[config.mk]
export PLATFORM = sky130hd
export DESIGN_NAME = line_interface_control_bank
export DESIGN_NICKNAME = d
export VERILOG_FILES = /design/src/hw/line_ctrl_pkg.sv /design/src/hw/line_interface_control_bank.sv
export SDC_FILE = /design/constraint.sdc
export NUM_CORES = 1
export LEC_CHECK = 0
export ABC_AREA = 1
export BUFFER_PORTS_ARGS = -buffer_cell sky130_fd_sc_hd__buf_2
export CORE_ASPECT_RATIO = 1.2
export CORE_MARGIN = 2
export CORE_UTILIZATION = 54
export DETAILED_ROUTE_END_ITERATION = 10
export PLACE_DENSITY = 0.79
export SLEW_MARGIN = 0
export SYNTH_ARGS = -nofsm -noshare
export SYNTH_HDL_FRONTEND = slang
export SYNTH_SLANG_ARGS = --single-unit
[constraint.sdc]
create_clock -name clock -period 3.1 [get_ports clock]
set_input_delay 0.31 -clock clock [delete_from_list [all_inputs] [get_ports clock]]
set_output_delay 0.31 -clock clock [all_outputs]
set_load 0.01 [all_outputs]
[src/hw/line_ctrl_pkg.sv]
// Package: offsets, field positions and types for the line interface control bank
package line_ctrl_pkg;
  // ==========================================================
  // Register offsets on the parallel control port
  localparam logic [7:0] OFS_CTRL_B = 8'h31;
  localparam logic [7:0] OFS_CTRL_C = 8'h32;
  localparam logic [7:0] OFS_CTRL_D = 8'h33;
  localparam logic [7:0] OFS_BUILDOUT = 8'h34;
  localparam logic [7:0] RESET_VALUE = 8'h00;
  localparam logic [7:0] UNMAPPED_READ = 8'h00;
  // ==========================================================
  // Field positions, line_interface_ctrl_b
  localparam int B_CUSTOM_DRIVER = 0;
  localparam int B_LIMIT_DISABLE = 1;
  localparam int B_CC_FILTER = 2;
  localparam int B_ATTEN_LO = 3;
  localparam int B_TX_ALARM = 4;
  localparam int B_VIOLATION = 5;
  localparam int B_LINE_RESET = 6;
  localparam int B_ATTEN_HI = 7;
  // Field positions, line_interface_ctrl_c
  localparam int C_ALT_PATTERN = 0;
  localparam int C_MON_LO = 3;
  localparam int C_EXT_133 = 5;
  localparam int C_CMI_INVERT = 6;
  localparam int C_CMI_ENABLE = 7;
  // Field positions, line_interface_ctrl_d
  localparam int D_RX_TERM_LO = 0;
  localparam int D_TX_TERM_LO = 3;
  localparam int D_PRESCALE_LO = 6;
  localparam int D_PRESCALE_HI = 7;
  // Field positions, transmit_buildout_gain
  localparam int G_MANUAL = 6;
  localparam int G_LEVEL_W = 6;
  // Consecutive ones that open a violation slot
  localparam logic [1:0] ONES_FOR_VIOLATION = 2'h3;
  // ==========================================================
  typedef enum logic [1:0] {
    MODE_T1 = 2'b00,
    MODE_E1 = 2'b01,
    MODE_J1 = 2'b10,
    MODE_CC = 2'b11
  } line_mode_e;
  typedef enum logic [1:0] {
    PAT_NORMAL = 2'b00,
    PAT_ALL_ONES = 2'b01,
    PAT_ALTERNATE = 2'b10
  } tx_pattern_e;
  // Termination choice; TERM_EXT means the external resistor alone
  typedef enum logic [2:0] {
    TERM_EXT = 3'b000,
    TERM_75 = 3'b001,
    TERM_100 = 3'b010,
    TERM_120 = 3'b011,
    TERM_110 = 3'b100,
    TERM_133 = 3'b101,
    TERM_OFF = 3'b110
  } term_e;
  typedef struct packed {
    logic wr;
    logic rd;
    logic [7:0] addr;
    logic [7:0] wdata;
  } host_req_s;
  typedef struct packed {
    logic [1:0] prescale;
    logic atten_select_lo;
    logic pll_enable;
  } atten_clock_s;
endpackage

[src/hw/line_interface_control_bank.sv]
// Line interface control bank: registers, field decode and transmit shaping
//
// Contract
// Gain mode bit picks auto or manual level
// Custom driver: square wave or open-drain outputs
// E1 current limiter enabled unless disable set
// Composite filter only on 64k clock
// Select and prescaler bits choose attenuator clock
// Upper select bit enables conversion PLL
// Line modes: alarm zero sends all ones
// Composite modes: alarm zero drops violations
// Rising violation bit arms one violation
// Rising reset bit pulses line reset
// Alternating bit sends one-zero pattern
// Software writes zero to unused bits
// Monitor gain boost only T1 or E1
// Software flags fitted external resistor value
// Receive termination decode with 133 rule
// Transmit termination decode table
// Mark inversion coding enable both directions
// Mark inversion polarity inverts both tips
// Reset zero; hardware mode follows pins
// Ones hold alternate level, zeros rise mid
// E1 master clock maps to prescaler settings
// Write compare makes one-cycle trigger pulses
`timescale 1ns/1ps
module line_interface_control_bank
  import line_ctrl_pkg::*;
(
  // Clock and reset
  input wire logic clock,
  input wire logic rst,
  // Parallel control port
  input wire host_req_s host_req,
  output logic [7:0] rdata_ff,
  // Hardware mode straps
  input wire logic hw_mode,
  input wire logic pin_tx_alarm,
  input wire logic pin_atten_lo,
  input wire logic pin_prescale_lo,
  input wire logic pin_prescale_hi,
  // Line configuration from the rest of the device
  input wire line_mode_e line_mode,
  input wire logic [2:0] buildout_sel,
  // Transmit bit stream
  input wire logic tx_bit_valid,
  input wire logic tx_mid,
  input wire logic tx_bit,
  output logic tx_line_pos_ff,
  output logic violation_pulse_ff,
  // Receive tip
  input wire logic rx_line_pos,
  output logic rx_cmi_level_ff,
  // Decoded controls
  output logic manual_gain_ff,
  output logic [5:0] gain_level_ff,
  output logic square_wave_ff,
  output logic open_drain_ff,
  output logic current_limit_ff,
  output logic cc_filter_ff,
  output logic subrate_violations_ff,
  output atten_clock_s attenuator_clock_ff,
  output logic line_reset_pulse_ff,
  output logic [1:0] monitor_boost_ff,
  output term_e rx_term_ff,
  output term_e tx_term_ff,
  output logic cmi_enable_ff
);
  // ==========================================================
  // Register storage
  logic [7:0] ctrl_b_ff;
  logic [7:0] ctrl_c_ff;
  logic [7:0] ctrl_d_ff;
  logic [7:0] buildout_ff;
  logic [7:0] eff_b;
  logic [7:0] eff_c;
  logic [7:0] eff_d;
  logic [7:0] eff_g;
  logic violation_armed_ff;
  logic violation_rise;
  logic reset_rise;
  logic [1:0] ones_run_ff;
  logic alt_bit_ff;
  logic cur_bit_ff;
  logic last_one_ff;
  logic sel_bit;
  tx_pattern_e pattern;
  logic line_family;

  always_ff @(posedge clock or posedge rst) begin
    if (rst) begin
      ctrl_b_ff <= RESET_VALUE;
      ctrl_c_ff <= RESET_VALUE;
      ctrl_d_ff <= RESET_VALUE;
      buildout_ff <= RESET_VALUE;
    end else if (host_req.wr) begin
      // Unused bits are stored as written; software keeps them zero
      unique case (host_req.addr)
        OFS_CTRL_B: ctrl_b_ff <= host_req.wdata;
        OFS_CTRL_C: ctrl_c_ff <= host_req.wdata;
        OFS_CTRL_D: ctrl_d_ff <= host_req.wdata;
        OFS_BUILDOUT: buildout_ff <= host_req.wdata;
        default: ;
      endcase
    end
  end

  // ==========================================================
  // Hardware mode: pinned fields follow pins, all others read zero
  always_comb begin
    eff_b = ctrl_b_ff;
    eff_c = ctrl_c_ff;
    eff_d = ctrl_d_ff;
    eff_g = buildout_ff;
    if (hw_mode) begin
      eff_b = 8'h00;
      eff_b[B_TX_ALARM] = pin_tx_alarm;
      eff_b[B_ATTEN_LO] = pin_atten_lo;
      eff_c = 8'h00;
      eff_d = 8'h00;
      eff_d[D_PRESCALE_LO] = pin_prescale_lo;
      eff_d[D_PRESCALE_HI] = pin_prescale_hi;
      eff_g = 8'h00;
    end
  end

  // Rising edges seen by comparing the write with the stored value
  assign violation_rise = host_req.wr && !hw_mode && host_req.addr == OFS_CTRL_B &&
    !ctrl_b_ff[B_VIOLATION] && host_req.wdata[B_VIOLATION];
  assign reset_rise = host_req.wr && !hw_mode && host_req.addr == OFS_CTRL_B &&
    !ctrl_b_ff[B_LINE_RESET] && host_req.wdata[B_LINE_RESET];

  always_ff @(posedge clock or posedge rst) begin
    if (rst) begin
      rdata_ff <= 8'h00;
    end else if (host_req.rd) begin
      unique case (host_req.addr)
        OFS_CTRL_B: rdata_ff <= eff_b;
        OFS_CTRL_C: rdata_ff <= eff_c;
        OFS_CTRL_D: rdata_ff <= eff_d;
        OFS_BUILDOUT: rdata_ff <= eff_g;
        default: rdata_ff <= UNMAPPED_READ;
      endcase
    end
  end

  // ==========================================================
  // Static decode of the control fields
  assign line_family = line_mode != MODE_CC;

  always_ff @(posedge clock or posedge rst) begin
    if (rst) begin
      manual_gain_ff <= 1'b0;
      gain_level_ff <= 6'h00;
      square_wave_ff <= 1'b0;
      open_drain_ff <= 1'b0;
      current_limit_ff <= 1'b0;
      cc_filter_ff <= 1'b0;
      subrate_violations_ff <= 1'b0;
      attenuator_clock_ff <= '0;
      monitor_boost_ff <= 2'h0;
      cmi_enable_ff <= 1'b0;
    end else begin
      manual_gain_ff <= eff_g[G_MANUAL];
      // Automatic gain: the manual level is ignored
      gain_level_ff <= eff_g[G_MANUAL] ? eff_g[G_LEVEL_W-1:0] : 6'h00;
      square_wave_ff <= eff_b[B_CUSTOM_DRIVER] && buildout_sel == 3'h0;
      open_drain_ff <= eff_b[B_CUSTOM_DRIVER] && buildout_sel != 3'h0;
      current_limit_ff <= line_mode == MODE_E1 && !eff_b[B_LIMIT_DISABLE];
      // Only the 64k clock is filtered; 8k and 400Hz stay raw
      cc_filter_ff <= line_mode == MODE_CC && eff_b[B_CC_FILTER];
      subrate_violations_ff <= line_mode == MODE_CC && eff_b[B_TX_ALARM];
      // Mapping of master clock to settings is software's table
      attenuator_clock_ff.prescale <= {eff_d[D_PRESCALE_HI], eff_d[D_PRESCALE_LO]};
      attenuator_clock_ff.atten_select_lo <= eff_b[B_ATTEN_LO];
      attenuator_clock_ff.pll_enable <= eff_b[B_ATTEN_HI];
      monitor_boost_ff <= (line_mode == MODE_T1 || line_mode == MODE_E1) ?
        eff_c[C_MON_LO+1:C_MON_LO] : 2'h0;
      cmi_enable_ff <= eff_c[C_CMI_ENABLE];
    end
  end

  // ==========================================================
  // Termination decode
  always_ff @(posedge clock or posedge rst) begin
    if (rst) begin
      rx_term_ff <= TERM_EXT;
      tx_term_ff <= TERM_OFF;
    end else begin
      unique case (eff_d[D_RX_TERM_LO+2:D_RX_TERM_LO])
        3'h1: rx_term_ff <= TERM_75;
        3'h2: rx_term_ff <= TERM_100;
        3'h3: rx_term_ff <= TERM_120;
        3'h4: rx_term_ff <= TERM_110;
        // 133 ohm needs the 133 ohm resistor fitted
        3'h5: rx_term_ff <= eff_c[C_EXT_133] ? TERM_133 : TERM_EXT;
        default: rx_term_ff <= TERM_EXT;
      endcase
      unique case (eff_d[D_TX_TERM_LO+2:D_TX_TERM_LO])
        3'h1: tx_term_ff <= TERM_75;
        3'h2: tx_term_ff <= TERM_100;
        3'h3: tx_term_ff <= TERM_120;
        3'h4: tx_term_ff <= TERM_110;
        3'h5: tx_term_ff <= TERM_133;
        default: tx_term_ff <= TERM_OFF;
      endcase
    end
  end

  // ==========================================================
  // Line reset and violation arming
  always_ff @(posedge clock or posedge rst) begin
    if (rst) begin
      line_reset_pulse_ff <= 1'b0;
    end else begin
      line_reset_pulse_ff <= reset_rise;
    end
  end

  // Alarm wins over the alternating pattern
  always_comb begin
    pattern = PAT_NORMAL;
    if (!eff_b[B_TX_ALARM]) begin
      pattern = PAT_ALL_ONES;
    end else if (eff_c[C_ALT_PATTERN]) begin
      pattern = PAT_ALTERNATE;
    end
    unique case (pattern)
      PAT_ALL_ONES: sel_bit = 1'b1;
      PAT_ALTERNATE: sel_bit = alt_bit_ff;
      default: sel_bit = tx_bit;
    endcase
  end

  always_ff @(posedge clock or posedge rst) begin
    if (rst) begin
      alt_bit_ff <= 1'b0;
      ones_run_ff <= 2'h0;
      violation_armed_ff <= 1'b0;
      violation_pulse_ff <= 1'b0;
    end else begin
      violation_pulse_ff <= 1'b0;
      if (tx_bit_valid) begin
        alt_bit_ff <= !alt_bit_ff;
        if (!sel_bit) begin
          ones_run_ff <= 2'h0;
        end else if (ones_run_ff != ONES_FOR_VIOLATION) begin
          ones_run_ff <= ones_run_ff + 2'h1;
        end
      end
      // Third or later one of a run; a saturated run during all ones still qualifies
      if (violation_armed_ff && tx_bit_valid && sel_bit &&
          ones_run_ff >= ONES_FOR_VIOLATION - 2'h1) begin
        violation_armed_ff <= violation_rise;
        violation_pulse_ff <= 1'b1;
      end else if (violation_rise) begin
        violation_armed_ff <= 1'b1;
      end
    end
  end

  // ==========================================================
  // Line coding: plain NRZ or mark inversion
  always_ff @(posedge clock or posedge rst) begin
    if (rst) begin
      cur_bit_ff <= 1'b0;
      last_one_ff <= 1'b0;
      tx_line_pos_ff <= 1'b0;
      rx_cmi_level_ff <= 1'b0;
    end else begin
      rx_cmi_level_ff <= rx_line_pos ^ (eff_c[C_CMI_ENABLE] && eff_c[C_CMI_INVERT]);
      if (tx_bit_valid) begin
        cur_bit_ff <= sel_bit;
        if (!eff_c[C_CMI_ENABLE]) begin
          tx_line_pos_ff <= sel_bit;
        end else if (sel_bit) begin
          // Ones hold a whole-period level that alternates
          last_one_ff <= !last_one_ff;
          tx_line_pos_ff <= !last_one_ff ^ eff_c[C_CMI_INVERT];
        end else begin
          tx_line_pos_ff <= eff_c[C_CMI_INVERT];
        end
      end else if (tx_mid && eff_c[C_CMI_ENABLE] && !cur_bit_ff) begin
        tx_line_pos_ff <= !eff_c[C_CMI_INVERT];
      end
    end
  end

  // ==========================================================
  // Checks
  gain_auto_a: assert property (@(posedge clock) disable iff (rst)
    !eff_g[G_MANUAL] |=> gain_level_ff == 6'h00)
    else $error("auto gain leaked level");
  driver_mode_a: assert property (@(posedge clock) disable iff (rst)
    !(square_wave_ff && open_drain_ff))
    else $error("square and open-drain both on");
  limiter_e1_a: assert property (@(posedge clock) disable iff (rst)
    line_mode != MODE_E1 |=> !current_limit_ff)
    else $error("limiter outside E1");
  filter_cc_a: assert property (@(posedge clock) disable iff (rst)
    line_mode != MODE_CC |=> !cc_filter_ff)
    else $error("filter outside composite mode");
  pll_select_a: assert property (@(posedge clock) disable iff (rst)
    1'b1 |=> attenuator_clock_ff.pll_enable == $past(eff_b[B_ATTEN_HI]))
    else $error("pll enable mismatch");
  reset_pulse_a: assert property (@(posedge clock) disable iff (rst)
    line_reset_pulse_ff |=> !line_reset_pulse_ff)
    else $error("line reset pulse too long");
  alarm_ones_a: assert property (@(posedge clock) disable iff (rst)
    tx_bit_valid && !eff_b[B_TX_ALARM] && !eff_c[C_CMI_ENABLE] |=> tx_line_pos_ff)
    else $error("alarm not all ones");
  boost_mode_a: assert property (@(posedge clock) disable iff (rst)
    line_mode inside {MODE_J1, MODE_CC} |=> monitor_boost_ff == 2'h0)
    else $error("boost outside T1 or E1");
  rx_term_a: assert property (@(posedge clock) disable iff (rst)
    eff_d[2:0] == 3'h5 && !eff_c[C_EXT_133] |=> rx_term_ff == TERM_EXT)
    else $error("133 ohm without resistor");
  violation_one_a: assert property (@(posedge clock) disable iff (rst)
    violation_pulse_ff |-> $past(violation_armed_ff) && $past(sel_bit))
    else $error("violation without arming");
  hw_zero_a: assert property (@(posedge clock) disable iff (rst)
    hw_mode |=> !cmi_enable_ff && tx_term_ff == TERM_OFF)
    else $error("hardware mode field not zero");
  subrate_cc_a: assert property (@(posedge clock) disable iff (rst)
    line_mode != MODE_CC |=> !subrate_violations_ff)
    else $error("sub-rate control outside composite mode");
  reset_quiet_a: assert property (@(posedge clock) disable iff (rst)
    !reset_rise |=> !line_reset_pulse_ff)
    else $error("line reset pulse without rising bit");
  tx_term_off_a: assert property (@(posedge clock) disable iff (rst)
    eff_d[D_TX_TERM_LO+2:D_TX_TERM_LO] inside {3'h0, 3'h6, 3'h7} |=> tx_term_ff == TERM_OFF)
    else $error("transmit termination not disabled");
  cmi_zero_a: assert property (@(posedge clock) disable iff (rst)
    tx_bit_valid && eff_c[C_CMI_ENABLE] && !sel_bit |=>
      tx_line_pos_ff == $past(eff_c[C_CMI_INVERT]))
    else $error("mark inversion zero first half wrong");
  cmi_mid_a: assert property (@(posedge clock) disable iff (rst)
    tx_mid && !tx_bit_valid && eff_c[C_CMI_ENABLE] && !cur_bit_ff |=>
      tx_line_pos_ff != $past(eff_c[C_CMI_INVERT]))
    else $error("mark inversion zero missed mid transition");
  rx_plain_a: assert property (@(posedge clock) disable iff (rst)
    !eff_c[C_CMI_ENABLE] |=> rx_cmi_level_ff == $past(rx_line_pos))
    else $error("receive tip inverted outside mark inversion");
  gain_manual_a: assert property (@(posedge clock) disable iff (rst)
    eff_g[G_MANUAL] |=> gain_level_ff == $past(eff_g[G_LEVEL_W-1:0]))
    else $error("manual gain level not applied");
  hw_pins_a: assert property (@(posedge clock) disable iff (rst)
    hw_mode |=> attenuator_clock_ff.prescale == $past({pin_prescale_hi, pin_prescale_lo}))
    else $error("prescaler not following pins");
endmodule

==> results.toml, run 1 <==
[timing]
timing.setup.tns_ns = 0
maxSlewHeadroom = 0.401
rsz0062_at_grt = "no"
skew_ns = 0.00664
slew_violations = 0
fmax_ghz = 0.643
layout_min_cycle_time_ns = 1.56
hold_viol_final = 0
finalSetupViolations = 0
tightestPinTransition_ns = 0.899
post-route-period-util = 0.502

[cts]
htreeDepth = 3
tritoncts = "yes"
cts_resized = 0
cts.path.max_buffers = 2
cts_made_buffers = 9
holdBufCountCts = 0
clock_latency_ns = 0.35
cts_root_buf = "clkbuf_8"
clkTransAtPathRegs_ns = 0.08
post_cts_buffers = 0
clkSinkCount = 75

[layout]
syn_to_final_growth_pct = 16.4
finalNetCount = 483
stdcell_area_sq_mm = 0.00388
multiInputGateArea_sq_mm = 0.00120
antennaDiodeCount = 0
fillerInstances = 523
seqCellArea_sq_mm = 0.00188
layout-drive-gt1-share = 0.241

[detailed_routing]
routed_via_density = 5.01
drc = 0
ant_nets = 0
vias = 2677
routedWlPerCell_um = 13.0
dr.pass1.iters = 6
first_iter_violations = 286
wl_um = 6920

[worst_setup_path]
critPathRequiredTime_ns = 3.38
reg2reg_from = "ctrl_c_ff[7]"
crit_start = "host_req[14]"
critical_path.n_buffers_inverters = 3
critPathMaxStageDelay_ns = 0.55
criticalPathCategory = "input pin to register"
cp_max_fo = 16
critPathArrivalTime_ns = 1.84
cp_slowest_cell = "nor2_2"
cp-start-kind = "input pin"
path_cells = "buf_2, inv_1, nand2_1, nor2_2, buf_4, nand2_2, o21ai_1, o21ai_1, nand2_1"
cp_top_family = "simple AND/OR/NAND/NOR gates"
end_kind = "register"

[global_route]
antenna_found_initial = 0
grt_pass1_vias = 2503
grt_max_degree = 76
grt-ovfl-total = 0
grt_pass1_wl_um = 11400
gr-usage-all-layers = 0.219

[synthesis]
synth_common_cells = "nand2_1, dfrtp_1, o21ai_1"
avgSynthCellArea_sq_um = 8.86
syn-num-nets = 412
synth_ff_type = "dfrtp_1"
synth.area.top_cells = "dfrtp_1, nand2_1, o21ai_1"
synth.top_cell.area_share = 0.548
synth_area_leader_cell = "dfrtp_1"
syn_area_sq_mm = 0.00333
seq_area_frac_synth = 0.564
synth_most_common_cell = "nand2_1"
syn_inst = 376
synth_edf_count = 0
yosys_register_bits = 75
ys_async_sr_fraction = 1.00
yosys_warnings = 0
ys_types = 31

[power_and_ir_drop]
p_leak_nw = 2.05
powerDensity_mw_per_mm2 = 495
ir_worst_vdd_mv = 0.326

[floorplan]
placement_rows = 31
start_util = 0.554
dieArea_sq_mm = 0.00681
die_x_um = 75.7
io_pins = 71
core_sq_mm = 0.00601
die_h_um = 90.0

[hold_path]
hp-class = "input pin to register"
hp-start = "buildout_sel[2]"

[place]
io_buffers = 70
dp_hpwl_um = 4980
gp_congestion = 0.900
dpl_cell_area_sq_mm = 0.00371

[run_status]
status = "completed"

[flow_run]
drv_cap = 0
## worst paths after layout
| check | slack, ns | to | cells after the start |
|---|---|---|---|
| max | 1.54 | rdata_ff[5] | 9 |
| min | 0.12 | square_wave_ff | 2 |
| min reg2reg | 0.44 | line_reset_pulse_ff | 1 |
| max in group asynchronous | 2.30 | ctrl_d_ff[7] | 3 |
| max reg2reg | 1.89 | tx_line_pos_ff | 7 |
| min in group asynchronous | 0.23 | open_drain_ff | 3 |
## stage by stage
stage / setup slack (ns) / hold slack (ns) / utilization / power (W) / cells
2_1_floorplan: 0.883 / 0.380 / - / 0.00122 / 376
3_3_place_gp: 1.28 / 0.417 / 0.617 / 0.00128 / 518
3_5_place_dp: 1.22 / 0.427 / 0.617 / 0.00129 / 518
4_1_cts: 1.57 / 0.122 / 0.645 / 0.00193 / 534
5_1_grt: 1.33 / 0.129 / 0.645 / 0.00200 / 534
6_report: 1.54 / 0.124 / 0.645 / 0.00192 / 534
## power by group
group          internal [W]  switching [W]  total (W)
sequential          0.00103      0.0000340    0.00106
clock              0.000308       0.000344   0.000653
combinational     0.0000741       0.000130   0.000204
## layer usage
layer,track usage,part of all wire,vias up
met5,0,0,-
met4,0.0833,0.020,0
met3,0.0437,0.060,20
met2,0.330,0.47,98
met1,0.311,0.45,1218
li1,-,-,1341
## worst reg2reg max path, delay by kind of cell, from the launching register on
family / cells / cell delay, ns
AND/OR/NAND/NOR: 6 / 0.70
flip-flops: 1 / 0.36
buffers and inverters: 1 / 0.05
## logic make-up after synthesis
family / after synthesis / synth area share
xor+xnor: 3 / 0.00789
simple gates: 184 / 0.254
compound gates: 57 / 0.0898
fa+ha+maj: 2 / 0.00751
buf+inv: 55 / 0.0766
flops: 75 / 0.564
## state kept, by name, indices dropped and copies added, names as in the netlist, 2 cells and up
name / cells
ctrl_b_ff: 8
rx_term_ff: 3
ones_run_ff: 2
buildout_ff: 8
tx_term_ff: 3
ctrl_d_ff: 8
gain_level_ff: 6
monitor_boost_ff: 2
attenuator_clock_ff: 4
ctrl_c_ff: 8
rdata_ff: 8
## layout make-up
type / instances / area share
Tap cell: 82 / 0.0265
Clock buffer: 11 / 0.0365
Multi-Input combinational cell: 246 / 0.308
Sequential cell: 75 / 0.485
Inverter: 43 / 0.0423
Timing Repair Buffer: 72 / 0.0942
Clock inverter: 5 / 0.00742
## placed cells by master, fill, tap and decap left out, types with 3 or more instances in the layout
cell / Yosys / layout
nand3b_1: 3 / 3
nor3_1: 6 / 6
clkinv_2: 0 / 4
inv_1: 40 / 39
buf_2: 6 / 70
nand2_1: 102 / 102
nand2_2: 4 / 4
clkbuf_8: 0 / 10
inv_2: 2 / 3
nand3_1: 26 / 26
o21ai_0: 3 / 3
dfrtp_1: 73 / 73
nand3_4: 3 / 3
nor2_1: 28 / 28
o21ai_1: 48 / 48
nor2_4: 3 / 3
Note: power is estimated with default switching activity, not from simulation.
==> run 2: changes to the inputs <==
==> constraint.sdc (replaced) <==
create_clock -name clock -period 1.6 [get_ports clock]
set_input_delay 0.16 -clock clock [delete_from_list [all_inputs] [get_ports clock]]
set_output_delay 0.16 -clock clock [all_outputs]
set_load 0.01 [all_outputs]
==> run 2 against run 1 <==
Against the previous run:
- critical path depth decreased by 4
- die area unchanged
- register-to-register slack worse by 1.7 ns
- non-clock buffer count rose by 7
- critical path type is now register to register
- sequential share of layout area shrank 1.4 points
- clock power rose by 120%
- combinational power up 100%
- power is 100% higher
- critical endpoint is now square_wave_ff
- routed wire length up 7.0%
==> results.toml, run 2 (synthesis gave the netlist of run 1 again) <==
[hold_path]
min_path_cells = 2
hp-class = "input pin to register"

[floorplan]
io_pins = 71
placement_rows = 31
die_x_um = 75.7
core_sq_mm = 0.00601
die_h_um = 90.0
dieArea_sq_mm = 0.00681
start_util = 0.554

[timing]
rsz0062_at_grt = "no"
layout_setup_ws_ns = 0.189
whs_ns = 0.0204
layout_min_cycle_time_ns = 1.41
maxSlewHeadroom = 0.744
finalSetupViolations = 0
post-route-period-util = 0.882
slew_violations = 0
timing.setup.tns_ns = 0
skew_ns = 0.00745
tightestPinTransition_ns = 0.384
hold_viol_final = 0
fmax_ghz = 0.709

[power_and_ir_drop]
power_w = 0.00392
powerDensity_mw_per_mm2 = 983
p_leak_nw = 2.10
ir_worst_vdd_mv = 0.706

[detailed_routing]
dr.pass1.iters = 6
drc = 0
routedWlPerCell_um = 13.7
ant_nets = 0
vias = 2740
wl_um = 7410
first_iter_violations = 411
routed_via_density = 5.06

[layout]
layout-drive-gt1-share = 0.244
layout_commonest_cell = "nand2_1"
antennaDiodeCount = 0
syn_to_final_growth_pct = 19.9
layout_common_cells = "nand2_1, dfrtp_1, buf_2"
finalNetCount = 490

[cts]
htreeDepth = 3
cts_resized = 0
clock_latency_ns = 0.35
post_cts_buffers = 0
clkSinkCount = 75
tritoncts = "yes"
clkTransAtPathRegs_ns = 0.08
cts_made_buffers = 9
holdBufCountCts = 4
cts_root_buf = "clkbuf_8"
cts.path.max_buffers = 2

[global_route]
grt_pass1_wl_um = 12300
grt-ovfl-total = 0
grt_max_degree = 76
antenna_found_initial = 0
gr-usage-all-layers = 0.240
grt_pass1_vias = 2612

[worst_setup_path]
critPathArrivalTime_ns = 1.71
end_kind = "register"
path_depth = 5
criticalPathCategory = "register to register"
crit_path_frequent_cell = "inv_1"
critPathMaxStageDelay_ns = 0.58
critical_path.n_buffers_inverters = 3
cp_top_family = "buffers and inverters"
cp_slowest_cell = "dlygate4sd3_1"
path_cells = "inv_1, nor2_1, inv_1, nor4_1, dlygate4sd3_1"
critPathRequiredTime_ns = 1.89
cp-start-kind = "register"
cp_max_fo = 2
rr_worst_depth = 5

[place]
io_buffers = 70
dp_slack_ns = 0.264
gp_congestion = 0.849
dp_hpwl_um = 5210

[run_status]
status = "completed"

[flow_run]
drv_cap = 0
run 2: per-stage QoR:
stage | utilization | area [sq um] | cells
final | 0.664 | 3990 | 541
after global routing | 0.664 | 3990 | 541
after CTS | 0.664 | 3990 | 541
after detailed placement | 0.625 | 3760 | 521
after global placement | 0.625 | 3760 | 521
after floorplan | - | 3330 | 376
run 2: layer usage:
| layer | GRT usage | wire (um) | up-vias |
|---|---|---|---|
| met2 | 0.362 | 3540 | 99 |
| met4 | 0.0877 | 190 | 0 |
| met5 | 0 | 0 | - |
| met1 | 0.338 | 3260 | 1271 |
| li1 | - | - | 1353 |
| met3 | 0.0583 | 412 | 17 |
run 2: worst register-to-register path: stages, from the launching register on:
cell and delay [ns]:
dfrtp_1 0.36, inv_1 0.06, nor2_1 0.13, inv_1 0.08
nor4_1 0.16, dlygate4sd3_1 0.58
run 2: final timing paths:
kind	from	end	slack, ns
min in group asynchronous	rst	open_drain_ff	0.47
min reg2reg	ctrl_b_ff[6]	line_reset_pulse_ff	0.43
max reg2reg	ctrl_b_ff[0]	square_wave_ff	0.19
max	ctrl_b_ff[0]	square_wave_ff	0.19
max in group asynchronous	rst	tx_term_ff[2]	0.81
min	line_mode[1]	monitor_boost_ff[1]	0.02
run 2: area by class of cell:
| class | count | area (sq um) |
|---|---|---|
| clock inverters | 5 | 52.6 |
| clock buffers | 11 | 141 |
| inverters | 43 | 168 |
| flip-flops and latches | 75 | 1880 |
| fillers | 523 | 2020 |
| well taps | 82 | 103 |
| repair buffers | 79 | 453 |
| multi-input cells | 246 | 1200 |
run 2: where the power goes:
group	total, W	switching [W]	leakage [nW]	internal [W]
sequential	0.00206	0.0000665	1.01	0.00199
combinational	0.000418	0.000260	0.990	0.000158
clock	0.00145	0.000690	0.0991	0.000755
==> run 3: changes to the inputs <==
--- a/config.mk
+++ b/config.mk
@@ -7,11 +7,11 @@
 export LEC_CHECK = 0
 export ABC_AREA = 1
 export BUFFER_PORTS_ARGS = -buffer_cell sky130_fd_sc_hd__buf_2
+export CAP_MARGIN = 5
 export CORE_ASPECT_RATIO = 1.2
 export CORE_MARGIN = 2
-export CORE_UTILIZATION = 54
+export CORE_UTILIZATION = 35
 export DETAILED_ROUTE_END_ITERATION = 10
-export PLACE_DENSITY = 0.79
 export SLEW_MARGIN = 0
 export SYNTH_ARGS = -nofsm -noshare
 export SYNTH_HDL_FRONTEND = slang
==> run 3 against run 2 <==
Against the previous run:
- routed wire length is 4.8% higher
- critical endpoint unchanged
- final cell count grew 7.4%
- setup slack lost 0.12 ns
- largest power group is now clock
==> results.toml, run 3 (synthesis gave the netlist of run 1 again) <==
[cts]
post_cts_buffers = 0
cts_root_buf = "clkbuf_16"
cts_made_buffers = 9
clkSinkCount = 75
cts_resized = 0
htreeDepth = 3
clock_latency_ns = 0.33
clkTransAtPathRegs_ns = 0.06
cts.path.max_buffers = 2
tritoncts = "yes"

[global_route]
grt_pass1_wl_um = 13400
grt-ovfl-total = 0
grt_pass1_vias = 2687
use_met3 = 0.0394
grt_max_degree = 76
grt-busiest-layer = "met2"
met2_usage = 0.258
gr-usage-all-layers = 0.166
globalRouteMet1Util = 0.228
antenna_found_initial = 0

[timing]
timing.setup.tns_ns = 0
tightestPinTransition_ns = 0.388
maxSlewHeadroom = 0.741
layout_min_cycle_time_ns = 1.54
finalSetupViolations = 0
fmax_ghz = 0.651
hold_viol_final = 0
post-route-period-util = 0.960
skew_ns = 0.00778
slew_violations = 0
rsz0062_at_grt = "no"

[detailed_routing]
first_iter_violations = 104
drc = 0
ant_nets = 0
vias = 2686
wl_um = 7760
routed_via_density = 4.62
dr.pass1.iters = 4
routedWlPerCell_um = 13.4

[layout]
finalNetCount = 489
layout-drive-gt1-share = 0.242
stdcell_area_sq_mm = 0.00415
antennaDiodeCount = 0
layout_common_cells = "nand2_1, dfrtp_1, buf_2"
layout_commonest_cell = "nand2_1"
syn_to_final_growth_pct = 24.6
fillerInstances = 972

[worst_setup_path]
cp-start-kind = "register"
criticalPathCategory = "register to register"
rr_worst_depth = 5
critPathArrivalTime_ns = 1.80
path_cells = "inv_1, nor2_1, inv_1, nor4_1, dlygate4sd3_1"
end_kind = "register"
critical_path.n_buffers_inverters = 3
cp_max_fo = 2
crit_path_frequent_cell = "inv_1"
critPathMaxStageDelay_ns = 0.59
cp_top_family = "buffers and inverters"
cp_slowest_cell = "dlygate4sd3_1"
path_depth = 5
critPathRequiredTime_ns = 1.87

[floorplan]
dieArea_sq_mm = 0.0103
die_h_um = 111
placement_rows = 39
start_util = 0.356
die_x_um = 93.1
core_sq_mm = 0.00937
io_pins = 71

[power_and_ir_drop]
powerDensity_mw_per_mm2 = 1100
ir_worst_vdd_mv = 0.465
p_leak_nw = 2.14

[place]
dpl_cell_area_sq_mm = 0.00381
io_buffers = 70
dp_hpwl_um = 5710
gp_congestion = 0.824

[hold_path]
min_path_cells = 2
hp-class = "input pin to register"

[flow_run]
drv_cap = 0

[run_status]
status = "completed"
[run 3: per-layer routing]
metal / vias up / wire length (um)
met2: 72 / 3640
li1: 1348 / -
met4: 0 / 127
met3: 9 / 386
met1: 1257 / 3610
met5: - / 0
[run 3: power by group]
| part | internal, W | switching [W] | leakage, nW | total (W) |
|---|---|---|---|---|
| combinational | 0.000156 | 0.000265 | 0.987 | 0.000421 |
| clock | 0.00136 | 0.000728 | 0.150 | 0.00209 |
| sequential | 0.00200 | 0.0000694 | 1.01 | 0.00207 |
| total | 0.00351 | 0.00106 | 2.14 | 0.00458 |
[run 3: cell type report]
cell class | instances | area [sq um] | share of cell area
Sequential cell | 75 | 1880 | 0.453
Multi-Input combinational cell | 246 | 1200 | 0.288
Timing Repair Buffer | 78 | 443 | 0.107
Clock buffer | 11 | 233 | 0.0561
Inverter | 43 | 168 | 0.0404
Tap cell | 123 | 154 | 0.0371
Clock inverter | 5 | 77.6 | 0.0187
[run 3: path summary, 6_finish.rpt]
check / from / endpoint / slack [ns]
max: ctrl_b_ff[0] / square_wave_ff / 0.06
max reg2reg: ctrl_b_ff[0] / square_wave_ff / 0.06
min in group asynchronous: rst / square_wave_ff / 0.48
min reg2reg: ctrl_b_ff[6] / line_reset_pulse_ff / 0.43
min: rx_line_pos / rx_cmi_level_ff / 0.02
max in group asynchronous: rst / tx_term_ff[1] / 0.78
[run 3: stage by stage]
stage	util	power, W	cells	hold slack (ns)	setup WS [ns]
after global routing	0.443	0.00480	581	0.0311	0.000897
after CTS	0.443	0.00462	581	0.0150	0.154
after global placement	0.407	0.00250	562	0.295	0.234
after floorplan	-	0.00236	376	0.230	0.548
after detailed placement	0.407	0.00252	562	0.300	0.159
final	0.443	0.00458	581	0.0225	0.0636
[run 3: timing repair]
item                                   in CTS  in global routing
hold buffers                                3                  0
setup endpoints to repair                   0                  0
endpoints found under the hold margin      74                  0
